[src/design/picr_pkg.sv]
// picr_pkg: offsets, field positions and encodings for the per-port control bank.
// assumes a byte-wide management register port and four switch ports.
package picr_pkg;
   localparam int NUM_PORTS = 4;
   localparam int ADDR_W = 8;
   localparam int DATA_W = 8;
   // control byte offsets, one per port
   localparam logic [7:0] PORT1_OFFSET = 8'h20;
   localparam logic [7:0] PORT2_OFFSET = 8'h30;
   localparam logic [7:0] PORT3_OFFSET = 8'h40;
   localparam logic [7:0] PORT4_OFFSET = 8'h50;
   localparam logic [7:0] CTRL_RESET = 8'h00;
   localparam logic [7:0] UNMAPPED_READ = 8'h00;
   // field positions
   localparam int BIT_STORM = 7;
   localparam int BIT_DSCP = 6;
   localparam int BIT_DOT1P = 5;
   localparam int BIT_PRIO_HI = 4;
   localparam int BIT_PRIO_LO = 3;
   localparam int BIT_TAG_INS = 2;
   localparam int BIT_TAG_REM = 1;
   localparam int BIT_SPLIT = 0;
   // combined queue-split codes
   localparam logic [1:0] SPLIT_ONE = 2'h0;
   localparam logic [1:0] SPLIT_TWO = 2'h1;
   localparam logic [1:0] SPLIT_FOUR = 2'h2;
   localparam logic [1:0] SPLIT_RSVD = 2'h3;
   // queue arrangement seen by the scheduler
   typedef enum logic [1:0] {QMODE_ONE, QMODE_TWO, QMODE_FOUR} picr_qmode_type;
endpackage

[src/design/picr_port_ctrl.sv]
// picr_port_ctrl: per-port control byte bank with ingress classification and egress tag decisions.
// assumes a synchronous byte register port from the management engine and per-packet
// request pulses from the ingress parser and egress path, all on ref_clk.
// Function
// - bit 7 enables broadcast storm protection
// - bit 6 enables DiffServ classification
// - bit 5 enables 802.1p classification
// - bits 4:3 give fallback queue
// - all enabled: OR of 802.1p and DSCP
// - bit 2 inserts tag on untagged packets
// - already tagged packets never get second tag
// - inserted VID is ingress port default VID
// - bit 1 strips tag from tagged packets
// - untagged packets pass unchanged under removal
// - split code is global bit, bit 0
// - code 10 selects four queues
// - code 01 selects two queues
// - code 00 selects single queue
// - identical bytes at 0x20..0x50, reset zero
`timescale 1ns/10ps
module picr_port_ctrl #(
   parameter int NUM_PORTS = picr_pkg::NUM_PORTS,
   parameter int VID_W = 12
) (
   // clock and reset
   input wire logic ref_clk,
   input wire logic rst_n,
   // register port
   input wire logic reg_wr,
   input wire logic reg_rd,
   input wire logic [7:0] reg_addr,
   input wire logic [7:0] reg_wdata,
   output logic [7:0] reg_rdata,
   output logic reg_rvalid,
   // global queue-split bits, one per port
   input wire logic [NUM_PORTS-1:0] global_split,
   // ingress classification request
   input wire logic cls_req,
   input wire logic [1:0] cls_port,
   input wire logic cls_is_bcast,
   input wire logic cls_dscp_ok,
   input wire logic [1:0] cls_dscp_prio,
   input wire logic cls_dot1p_ok,
   input wire logic [1:0] cls_dot1p_prio,
   output logic cls_valid,
   output logic [1:0] cls_queue,
   output logic cls_storm_check,
   // egress tag request
   input wire logic eg_req,
   input wire logic [1:0] eg_out_port,
   input wire logic [1:0] eg_in_port,
   input wire logic eg_rx_tagged,
   input wire logic [NUM_PORTS*VID_W-1:0] port_default_vid,
   output logic eg_valid,
   output logic eg_insert,
   output logic eg_strip,
   output logic [VID_W-1:0] eg_vid,
   // per-port controls to the datapath
   output logic [NUM_PORTS-1:0] storm_en,
   output logic [2*NUM_PORTS-1:0] queue_mode,
   output logic [NUM_PORTS-1:0] split_reserved
);

   typedef struct packed {
      logic [NUM_PORTS-1:0][7:0] ctrl;
      logic [7:0] rdata;
      logic rvalid;
      logic cvalid;
      logic [1:0] cqueue;
      logic cstorm;
      logic evalid;
      logic eins;
      logic estrip;
      logic [VID_W-1:0] evid;
   } picr_state_type;

   picr_state_type st;
   picr_state_type next_st;

   // address decode, shared by read and write paths
   function automatic logic [NUM_PORTS:0] decode(input logic [7:0] a);
      logic [NUM_PORTS:0] hit;
      hit = '0;
      case (a)
         picr_pkg::PORT1_OFFSET: hit[0] = 1'h1;
         picr_pkg::PORT2_OFFSET: hit[1] = 1'h1;
         picr_pkg::PORT3_OFFSET: hit[2] = 1'h1;
         picr_pkg::PORT4_OFFSET: hit[3] = 1'h1;
         default: hit[NUM_PORTS] = 1'h1;
      endcase
      return hit;
   endfunction

   logic [NUM_PORTS:0] wr_hit;
   logic [NUM_PORTS:0] rd_hit;
   logic [7:0] cls_ctrl;
   logic [7:0] eg_ctrl;
   logic [1:0] or_prio;

   assign wr_hit = decode(reg_addr);
   assign rd_hit = decode(reg_addr);
   assign cls_ctrl = st.ctrl[cls_port];
   assign eg_ctrl = st.ctrl[eg_out_port];
   assign or_prio = cls_dot1p_prio | cls_dscp_prio;

   // queue arrangement for one combined split code
   function automatic logic [1:0] qmode_of(input logic [1:0] code);
      logic [1:0] mode;
      mode = picr_pkg::QMODE_ONE;
      case (code)
         picr_pkg::SPLIT_FOUR: mode = picr_pkg::QMODE_FOUR;
         picr_pkg::SPLIT_TWO: mode = picr_pkg::QMODE_TWO;
         // reserved code falls back to one queue so nothing is reordered
         default: mode = picr_pkg::QMODE_ONE;
      endcase
      return mode;
   endfunction

   // per-port static controls, one generate slice per port
   genvar gp;
   generate
      for (gp = 0; gp < NUM_PORTS; gp++)
      begin : g_port
         logic [1:0] code;
         assign code = {global_split[gp], st.ctrl[gp][picr_pkg::BIT_SPLIT]};
         assign storm_en[gp] = st.ctrl[gp][picr_pkg::BIT_STORM];
         assign split_reserved[gp] = (code == picr_pkg::SPLIT_RSVD);
         assign queue_mode[2*gp +: 2] = qmode_of(code);

      end
   endgenerate

   // next-state logic
   always_comb
   begin
      next_st = st;
      next_st.rvalid = reg_rd;
      next_st.cvalid = cls_req;
      next_st.evalid = eg_req;
      // register writes, identical layout per port
      for (int i = 0; i < NUM_PORTS; i++)
      begin
         if (reg_wr && wr_hit[i])
         begin
            next_st.ctrl[i] = reg_wdata;
         end
      end
      // register reads; unmapped reads zero
      if (reg_rd)
      begin
         next_st.rdata = picr_pkg::UNMAPPED_READ;
         for (int i = 0; i < NUM_PORTS; i++)
         begin
            if (rd_hit[i])
            begin
               next_st.rdata = st.ctrl[i];
            end
         end
      end
      // ingress classification; explicit methods override the port priority
      if (cls_req)
      begin
         next_st.cstorm = cls_is_bcast && cls_ctrl[picr_pkg::BIT_STORM];
         next_st.cqueue = cls_ctrl[picr_pkg::BIT_PRIO_HI:picr_pkg::BIT_PRIO_LO];
         if (cls_ctrl[picr_pkg::BIT_DSCP] && cls_dscp_ok && cls_ctrl[picr_pkg::BIT_DOT1P] && cls_dot1p_ok)
         begin
            next_st.cqueue = or_prio;
         end
         else if (cls_ctrl[picr_pkg::BIT_DSCP] && cls_dscp_ok)
         begin
            next_st.cqueue = cls_dscp_prio;
         end
         else if (cls_ctrl[picr_pkg::BIT_DOT1P] && cls_dot1p_ok)
         begin
            next_st.cqueue = cls_dot1p_prio;
         end
      end
      // egress tag decision, by output port's control byte
      if (eg_req)
      begin
         next_st.eins = eg_ctrl[picr_pkg::BIT_TAG_INS] && !eg_rx_tagged;
         next_st.estrip = eg_ctrl[picr_pkg::BIT_TAG_REM] && eg_rx_tagged;
         next_st.evid = port_default_vid[eg_in_port*VID_W +: VID_W];
      end
   end

   // state register, synchronous reset
   always_ff @(posedge ref_clk)
   begin
      if (!rst_n)
      begin
         st <= '0;
      end
      else
      begin
         st <= next_st;
      end
   end

   assign reg_rdata = st.rdata;
   assign reg_rvalid = st.rvalid;
   assign cls_valid = st.cvalid;
   assign cls_queue = st.cqueue;
   assign cls_storm_check = st.cstorm;
   assign eg_valid = st.evalid;
   assign eg_insert = st.eins;
   assign eg_strip = st.estrip;
   assign eg_vid = st.evid;
endmodule

[config.mk]
export PLATFORM = sky130hd
export DESIGN_NAME = picr_port_ctrl
export DESIGN_NICKNAME = d
export VERILOG_FILES = /design/src/design/picr_pkg.sv /design/src/design/picr_port_ctrl.sv
export SDC_FILE = /design/constraint.sdc
export NUM_CORES = 1
export LEC_CHECK = 0
export BUFFER_PORTS_ARGS = -buffer_cell sky130_fd_sc_hd__clkbuf_2
export CAP_MARGIN = 15
export CORE_MARGIN = 3
export CORE_UTILIZATION = 49
export DETAILED_ROUTE_END_ITERATION = 10
export PLACE_DENSITY = 0.9
export SLEW_MARGIN = 5
export SYNTH_ARGS = -nofsm -noshare
export SYNTH_HDL_FRONTEND = slang
export SYNTH_SLANG_ARGS = --single-unit
[constraint.sdc]
create_clock -name ref_clk -period 2.05 [get_ports ref_clk]
set_clock_uncertainty 0.2 [all_clocks]
set_input_delay 0.3075 -clock ref_clk [delete_from_list [all_inputs] [get_ports ref_clk]]
set_output_delay 0.3075 -clock ref_clk [all_outputs]
set_load 0.02 [all_outputs]
==> metrics.txt, run 1 <==
# clock sinks=60; Worst VDD drop=467 uV; clock latency at the later pin of the worst-skew pair=330 ps; Synth area leader=dfxtp_1; sequential-to-total area share from yosys stat=0.361; final std cells w/o fill=506; Core Area=~6500 um^2; Critical Path AT=1090 ps; Row Count=29; Final ANT Viol Nets=0; largest net degree at the start of global routing=46; area grow syn2layout=21.1%; hold crit path type=in -> reg; top cell type's share of synthesized area=0.361; Synth Cell Area=3330 um^2; Slew Viols, Final=0; initial antenna violation count=0; Setup-failing EPs final=0; Final Hold Vio Count=0; drt drc=0; f_max=627 MHz; vias in the first global route=2796; gr usage total=0.213; clk buf depth=2; worst reg2reg startpoint=st[57]$_SDFFE_PN0P_; status=complete, no violations; worst setup path start=g_port[3].code[0]$_SDFFE_PN0P_; post-route minimum period=about 1600 ps; IO buf count=131; die extent in y=88.4 um; worst slew pin tran=473 ps; critical path class=reg -> out; Clock transition at path regs=roughly 60 ps; fin crit share=0.777; # IOs=132; FF/Latch Area=1200 um^2; share of layout cells above drive strength 1=0.401; Post-synth ARST share=0; WL final=7970 um; Hold Path Origin=cls_dscp_prio[1]; Top FF cell, synth=dfxtp_1; hold buffers post-CTS=0; multi-input logic area=between 1500 and 2000 um^2; number of fill cells in the layout=522; GP Congestion=0.916; syn nets=approximately 410; dpl hpwl=6330 um; CTS tree=built; Post-Syn Area per Cell=10.3 um^2; number of synthesized flops with an enable pin=0; Clock H-tree levels=3; Crit. End Element=output port; Setup Buffers After CTS=0; TNS Setup=0 ps; Leakage=1.90 nW; antenna diode count=0; PwrDens=631 nW/um^2; synthesis-stage register bit count=60; die area=7810 um^2; via count=2744; grt ovf=0; Die X=88.4 um; final net count=between 500 and 600; # resized after CTS=0; DR WL/cell=15.8 um; Critical Path Source Type=register; CTS Root Buffer Type=clkbuf_8; Max Cap Viol=0; commonest cells in the netlist=dfxtp_1 (60), mux2i_1 (54), nor2b_1 (36); CP required=1540 ps; number of unique standard cell types used by synthesis=29; Via density=5.42; TritonCTS Buffers=9; RSZ-0062 raised after global routing=false; Slew headroom=0.685; worst-path fanout max=5; ranking of synthesized cells by area=dfxtp_1 (36%), mux2i_1 (16%), mux4_2 (12%); Placed Instances=491; Synth Instances=323; Detailed Routing Iterations Pass 1=4; first-pass GRT wire length=between 10000 and 15000 um; most frequent cell after synthesis=dfxtp_1; DR iter-0 viols=94; Ys Warns=0; starting density of the core=0.515
## path summary, 6_finish.rpt
kind | depth (start not counted) | slack, ps | end
worst max-delay path | 2 | 460 | queue_mode[6]
worst min-delay path | 3 | 50 | cls_queue[1]$_SDFFE_PN0P_
worst max register to register | 4 | 520 | cls_queue[1]$_SDFFE_PN0P_
worst min register to register | 2 | 280 | st[29]$_SDFFE_PN0P_
## cells by family (layout without fill, tap and decap cells)
family / count (synthesis) / count (layout) / share of synthesized area
DFF: 60 / 60 / 0.361
and+or+nand+nor: 110 / 110 / 0.188
buffers and inverters: 48 / 154 / 0.0925
muxes: 72 / 72 / 0.284
AOI/OAI and AO/OA: 33 / 33 / 0.0737
## worst max-delay path, stage by stage, from the launching register on
cell and delay (ps):
dfxtp_1 430, nor2b_1 160, clkbuf_2 170
## sequential cells by signal (all words and copies together) (netlist names)
name and cells:
g_port.code 4, eg_strip 1, storm_en 4, cls_valid 1
cls_queue 2, eg_insert 1, reg_rvalid 1, cls_storm_check 1
eg_valid 1, eg_vid 12, st 24, reg_rdata 8
## layout make-up
| class | count | share of cell area |
|---|---|---|
| clock inverter | 1 | 0.00124 |
| clock buffer | 14 | 0.0454 |
| tap | 77 | 0.0239 |
| inverter | 1 | 0.000932 |
| timing repair buffer | 138 | 0.179 |
| sequential | 60 | 0.298 |
| multi-input combinational | 215 | 0.451 |
## placed cells by master (no fill, tap or decap), types with 9 or more instances in the layout
| cell type | count |
|---|---|
| a21boi_0 | 11 |
| clkbuf_8 | 13 |
| dfxtp_1 | 60 |
| nand2_1 | 30 |
| nand2b_1 | 14 |
| o22ai_1 | 9 |
| mux4_2 | 18 |
| clkbuf_2 | 131 |
| nor2b_1 | 36 |
| mux2i_1 | 54 |
## metrics by stage
| step | power [mW] | setup slack [ps] | area, um^2 | utilization | hold slack [ps] |
|---|---|---|---|---|---|
| 5_1_grt | 2.64 | 378 | 4030 | 0.623 | 50.7 |
| 3_3_place_gp | 1.57 | 246 | 3840 | 0.594 | 261 |
| 2_1_floorplan | 1.46 | 358 | 3330 | - | 229 |
| 6_report | 2.54 | 456 | 4030 | 0.623 | 54.6 |
| 4_1_cts | 2.57 | 441 | 4030 | 0.623 | 37.4 |
| 3_5_place_dp | 1.58 | 195 | 3840 | 0.594 | 270 |
## power breakdown
| part | internal, mW | total [mW] | switching [mW] | leakage, nW |
|---|---|---|---|---|
| clock | 0.563 | 0.986 | 0.423 | 0.0986 |
| combinational | 0.177 | 0.351 | 0.175 | 1.31 |
| sequential | 1.19 | 1.20 | 0.0131 | 0.487 |
| total | 1.93 | 2.54 | 0.611 | 1.90 |
## layer usage
layer | vias up | global-route usage | part of all wire
met5 | - | 0 | 0
li1 | 1328 | - | -
met4 | 0 | 0.0810 | 0.017
met1 | 1280 | 0.241 | 0.39
met3 | 14 | 0.0633 | 0.081
met2 | 122 | 0.377 | 0.51
Note: power is estimated with default switching activity, not from simulation.
==> run 2, diff against run 1 <==
==> constraint.sdc (replaced) <==
create_clock -name ref_clk -period 1.6 [get_ports ref_clk]
set_clock_uncertainty 0.2 [all_clocks]
set_input_delay 0.24 -clock ref_clk [delete_from_list [all_inputs] [get_ports ref_clk]]
set_output_delay 0.24 -clock ref_clk [all_outputs]
set_load 0.02 [all_outputs]
==> run 2 against run 1 <==
Against the previous run: non-clock buffer count rose by 20; utilization rose by 3.8 points; count of clock-buffer cells in the layout fell by 3; register-to-register slack got worse by 450 ps; worst setup slack got worse by 390 ps; critical path depth rose by 2; global-route usage rose by 2.2 points; critical path type is now reg -> reg.
==> metrics.txt, run 2 (synthesized netlist as in run 1, its figures left out) <==
worst slack at placement=-111 ps (was 195 ps); f_max=~650 MHz; CP required=1610 ps (was 1540 ps); Design Area, Final=4270 um^2 (was 4030 um^2); Slew headroom=0.688 (was 0.685); largest net degree at the start of global routing=55 (was 46); Final ANT Viol Nets=0 (unchanged); critical path class=reg -> reg (was reg -> out); grt ovf=0 (unchanged); Detailed Routing Iterations Pass 1=4 (unchanged); Post-Route Utilization=0.661 (was 0.623); fin crit share=0.956; initial antenna violation count=0 (unchanged); antenna diode count=0 (unchanged); TNS Setup=0 ps (unchanged); post-route minimum period=~1500 ps; IO buf count=131 (unchanged); Slew Viols, Final=0 (unchanged); # IOs=132 (unchanged); starting density of the core=0.515 (unchanged); DP Area=3940 um^2 (was 3840 um^2); Clock H-tree levels=3 (unchanged); Core Area=6460 um^2 (unchanged); Critical Path AT=1530 ps (was 1090 ps); Clock transition at path regs=70 ps (was 60 ps); number of fill cells in the layout=535 (was 522); slowest library cell on the worst path=mux4_2 (was dfxtp_1); Leakage=2.01 nW (was 1.90 nW); DR iter-0 viols=106 (was 94); status=complete, no violations (unchanged); RSZ-0062 raised after global routing=false (unchanged); final std cells w/o fill=527 (was 506); final hold slack=28.4 ps (was 54.6 ps); max FFs per register=24 (unchanged); Top Layer Used=met4 (unchanged); GP Congestion=0.844 (was 0.916); Row Count=29 (unchanged); Biggest register=st (unchanged); die extent in y=88.4 um (unchanged); first-pass GRT wire length=13900 um (was 12800 um); worst slew pin tran=468 ps (was 473 ps); Placed Instances=498 (was 491); dpl hpwl=6330 um (about the same); Final Hold Vio Count=0 (unchanged); vias in the first global route=3010 (was 2796); clock latency at the later pin of the worst-skew pair=330 ps (about the same); commonest non-fill, non-tap cell in the layout=clkbuf_2 (unchanged); DR WL/cell=16.3 um (was 15.8 um); Design Power=3.42 mW (was 2.54 mW); gr usage total=0.235 (was 0.213); CTS Root Buffer Type=clkbuf_8 (unchanged); area grow syn2layout=28.4% (was 21.1%); DR WL met3=684 um (was 642 um); drt drc=0 (unchanged); via count=2862 (was 2744); Via density=5.43 (was 5.42); Met2 Wirelength=4460 um (was 4090 um); clk buf depth=2 (unchanged); Crit. End Element=register (was output port); final net count=533 (was 513); share of layout cells above drive strength 1=0.404 (was 0.401); WL final=8580 um (was 7970 um); CTS tree=built (unchanged); Die X=88.4 um (unchanged); CP Cell Sequence=mux4_2, and2_1, nand2_1, a41oi_1 (was nor2b_1, clkbuf_2); hold crit path type=in -> reg (unchanged); Critical Path Source Type=register (unchanged); Max Cap Viol=0 (unchanged); worst setup margin=71.1 ps (was 456 ps); Setup Buffers After CTS=0 (unchanged); die area=7810 um^2 (unchanged); Worst VDD drop=459 uV (was 467 uV); Setup-failing EPs final=0 (unchanged); TritonCTS Buffers=9 (unchanged); M1 wire length=3180 um (was 3100 um); worst-path fanout max=3 (was 5); commonest non-fill, non-tap cells in the layout=clkbuf_2 (131), dfxtp_1 (59), mux2i_1 (54), nor2b_1 (36), nand2_1 (30) (was clkbuf_2 (131), dfxtp_1 (60), mux2i_1 (54), nor2b_1 (36), nand2_1 (30)); PwrDens=802 nW/um^2 (was 631 nW/um^2); CP peak stage delay=500 ps (was 430 ps); # clock sinks=60 (unchanged)
## run 2: changes by cell type in the layout (fill, tap and decap cells not counted), sizes merged
cell / delta
dlygate4sd3: +13
clkbuf: -3
clkinv: +3
bufinv: +1
buf: +7
## run 2: worst paths after layout
kind         slack, ps                         to  cells past startpoint                       from
max                 70  cls_queue[0]$_SDFFE_PN0P_                      4        st[57]$_SDFFE_PN0P_
min                 30   storm_en[0]$_SDFFE_PN0P_                      3               reg_wdata[7]
max reg2reg         70  cls_queue[0]$_SDFFE_PN0P_                      4        st[57]$_SDFFE_PN0P_
min reg2reg        280  reg_rdata[2]$_SDFFE_PN0P_                      2  reg_rdata[2]$_SDFFE_PN0P_
## run 2: critical path, delay by kind of cell (launching register included)
family | cells | cell delay, ps
mux | 1 | 500
compound gates | 1 | 110
simple gates | 2 | 260
flops | 1 | 340
## run 2: final cells by class
cell class,count,area [um^2],area share
clock buffer,11,151,0.0355
clock inverter,5,50.0,0.0117
inverter,1,3.75,0.000879
multi-input combinational,215,1830,0.427
sequential,60,1200,0.282
tap,77,96.3,0.0226
timing repair buffer,158,941,0.220
## run 2: repair_timing
item                                    in CTS  in global routing
endpoints found under the setup margin       0                  1
hold endpoints to repair                    21                  0
gates resized for setup                      0                  1
hold buffers                                13                  0
## run 2: per-layer routing
layer	vias to the layer above	track usage
met5	-	0
met3	28	0.0689
met4	0	0.117
met1	1324	0.255
met2	137	0.415
li1	1373	-
## run 2: report_power, final
group | internal [mW] | total [mW] | switching [mW]
logic | 0.264 | 0.501 | 0.236
clock network | 0.793 | 1.38 | 0.589
registers | 1.52 | 1.54 | 0.0161
==> run 3, diff against run 2 <==
--- a/config.mk
+++ b/config.mk
@@ -10,7 +10,8 @@
 export CORE_MARGIN = 3
 export CORE_UTILIZATION = 49
 export DETAILED_ROUTE_END_ITERATION = 10
-export PLACE_DENSITY = 0.9
+export PLACE_DENSITY = 0.81
+export SETUP_SLACK_MARGIN = 0.15
 export SLEW_MARGIN = 5
 export SYNTH_ARGS = -nofsm -noshare
 export SYNTH_HDL_FRONTEND = slang
==> run 3 against run 2 <==
Against the previous run: sequential share of layout area fell by 0.51 points; utilization rose by 2.1 points; count of clock-buffer cells in the layout fell by 1; first-iteration DRC count rose by 17%; via count fell by 2.6%; hold slack got worse by 14 ps; register-to-register slack improved by 40 ps; total power rose by 8.1%.
==> metrics.txt, run 3 (synthesized netlist as in run 1, its figures left out) <==
Critical Path Source Type=register (unchanged); max FFs per register=24 (unchanged); combinational power share=0.135 (was 0.146); switching part of the total=0.228 (was 0.246); Clock transition at path regs=70 ps (about the same); Detailed Routing Iterations Pass 1=4 (unchanged); Final Hold Vio Count=0 (unchanged); # clock sinks=60 (unchanged); hold crit path type=in -> reg (unchanged); final hold slack=14.1 ps (was 28.4 ps); slowest library cell on the worst path=mux4_2 (unchanged); Seq pwr share=0.415 (was 0.450); CP Cell Sequence=mux4_2, and2_4, nand2_1, a41oi_2 (was mux4_2, and2_1, nand2_1, a41oi_1); WL final=8110 um (was 8580 um); Slew Viols, Final=0 (unchanged); Max Cap Viol=0 (unchanged); antenna diode count=0 (unchanged); Setup-failing EPs final=0 (unchanged); die area=7810 um^2 (unchanged); clock power share=0.451 (was 0.404); clk buf depth=2 (unchanged); largest net degree at the start of global routing=46 (was 55); commonest non-fill, non-tap cell in the layout=clkbuf_2 (unchanged); dpl hpwl=6060 um (was 6330 um); fin crit share=0.928 (was 0.956); number of fill cells in the layout=493 (was 535); CP peak stage delay=490 ps (was 500 ps); post-route minimum period=1480 ps (was 1530 ps); Worst VDD drop=628 uV (was 459 uV); DR iter-0 viols=124 (was 106); vias in the first global route=2824 (was 3010); CTS tree=built (unchanged); Switch Pwr=0.844 mW (was 0.842 mW); CP required=1610 ps (about the same); Slew headroom=0.685 (was 0.688); GP Congestion=0.845 (was 0.844); RSZ-0062 raised after global routing=true (was false); Row Count=29 (unchanged); starting density of the core=0.515 (unchanged); Via density=5.26 (was 5.43); IO buf count=131 (unchanged); critical path class=reg -> reg (unchanged); first-pass GRT wire length=12900 um (was 13900 um); clock latency at the later pin of the worst-skew pair=330 ps (about the same); drt drc=0 (unchanged); commonest non-fill, non-tap cells in the layout=clkbuf_2 (123), mux2i_1 (54), dfxtp_1 (53), nor2b_1 (32), nand2_1 (29) (was clkbuf_2 (131), dfxtp_1 (59), mux2i_1 (54), nor2b_1 (36), nand2_1 (30)); # IOs=132 (unchanged); FF/Latch Area=1220 um^2 (was 1200 um^2); Critical Path AT=1500 ps (was 1530 ps); Die X=88.4 um (unchanged); worst-path fanout max=3 (unchanged); Clock H-tree levels=3 (unchanged); gr usage total=0.215 (was 0.235); area grow syn2layout=32.4% (was 28.4%); status=complete, no violations (unchanged); Design Power=3.70 mW (was 3.42 mW); DR WL/cell=15.3 um (was 16.3 um); initial antenna violation count=0 (unchanged); TritonCTS Buffers=9 (unchanged); multi-input logic area=1870 um^2 (was 1830 um^2); worst slew pin tran=472 ps (was 468 ps); Core Area=6460 um^2 (unchanged); f_max=673 MHz (was 654 MHz); grt ovf=0 (unchanged); Biggest register=st (unchanged); share of layout cells above drive strength 1=0.444 (was 0.404); PwrDens=841 nW/um^2 (was 802 nW/um^2); CTS Root Buffer Type=clkbuf_8 (unchanged); Crit. End Element=register (unchanged); Final ANT Viol Nets=0 (unchanged); via count=2788 (was 2862); die extent in y=88.4 um (unchanged); Leakage=2.06 nW (was 2.01 nW); Internal=2.86 mW (was 2.58 mW); final net count=536 (was 533)
## run 3: timing repair
action | in CTS | in global routing
setup endpoints to repair | 11 | 11
pin swaps | 1 | 2
resized for setup | 12 | 21
hold buffers | 12 | 0
buffers inserted | 2 | 1
hold endpoints to repair | 22 | 0
## run 3: through the flow
step / cells / TNS [ps] / utilization / area [um^2] / setup WS [ps]
global route: 530 / 0 / 0.682 / 4400 / 74.4
floorplan: 323 / 0 / - / 3350 / 26.2
CTS: 529 / 0 / 0.673 / 4350 / 139
finish: 530 / 0 / 0.682 / 4400 / 115
global placement: 499 / -251 / 0.609 / 3940 / -24.7
detailed placement: 499 / -1080 / 0.609 / 3940 / -84.0
## run 3: power groups by stage
| stage | combinational, mW | clock (mW) | sequential, mW |
|---|---|---|---|
| 3_3_place_gp | 0.459 | 0 | 1.57 |
| 2_1_floorplan | 0.297 | 0 | 1.57 |
| 5_1_grt | 0.541 | 1.77 | 1.54 |
| 6_report | 0.498 | 1.67 | 1.54 |
| 3_5_place_dp | 0.470 | 0 | 1.57 |
| 4_1_cts | 0.495 | 1.71 | 1.54 |
## run 3: final timing paths
check | slack (ps) | depth (start not counted) | end | startpoint
hold / removal | 10 | 3 | st[53]$_SDFFE_PN0P_ | reg_wdata[1]
setup / recovery | 120 | 4 | cls_queue[0]$_SDFFE_PN0P_ | st[49]$_SDFFE_PN0P_
hold reg to reg | 280 | 2 | st[41]$_SDFFE_PN0P_ | st[41]$_SDFFE_PN0P_
setup reg to reg | 120 | 4 | cls_queue[0]$_SDFFE_PN0P_ | st[49]$_SDFFE_PN0P_
## run 3: layer usage
metal / vias up / track usage / wire length, um / part of all wire
li1: 1378 / - / - / -
met1: 1313 / 0.242 / 3160 / 0.39
met2: 89 / 0.397 / 4380 / 0.54
met3: 8 / 0.0708 / 501 / 0.062
met4: 0 / 0.0453 / 69 / 0.0085
met5: - / 0 / 0 / 0
## run 3: worst max-delay path: cells and delay by family (launching register included)
family | cells | cell delay, ps
compound gates | 1 | 100
flops | 1 | 340
mux | 1 | 490
simple gates | 2 | 220
## run 3: final cells by class
type,count,area share
well taps,77,0.0219
flip-flops and latches,60,0.276
inverters,1,0.000852
multi-input cells,215,0.425
clock buffers,10,0.0313
repair buffers,161,0.220
clock inverters,6,0.0253
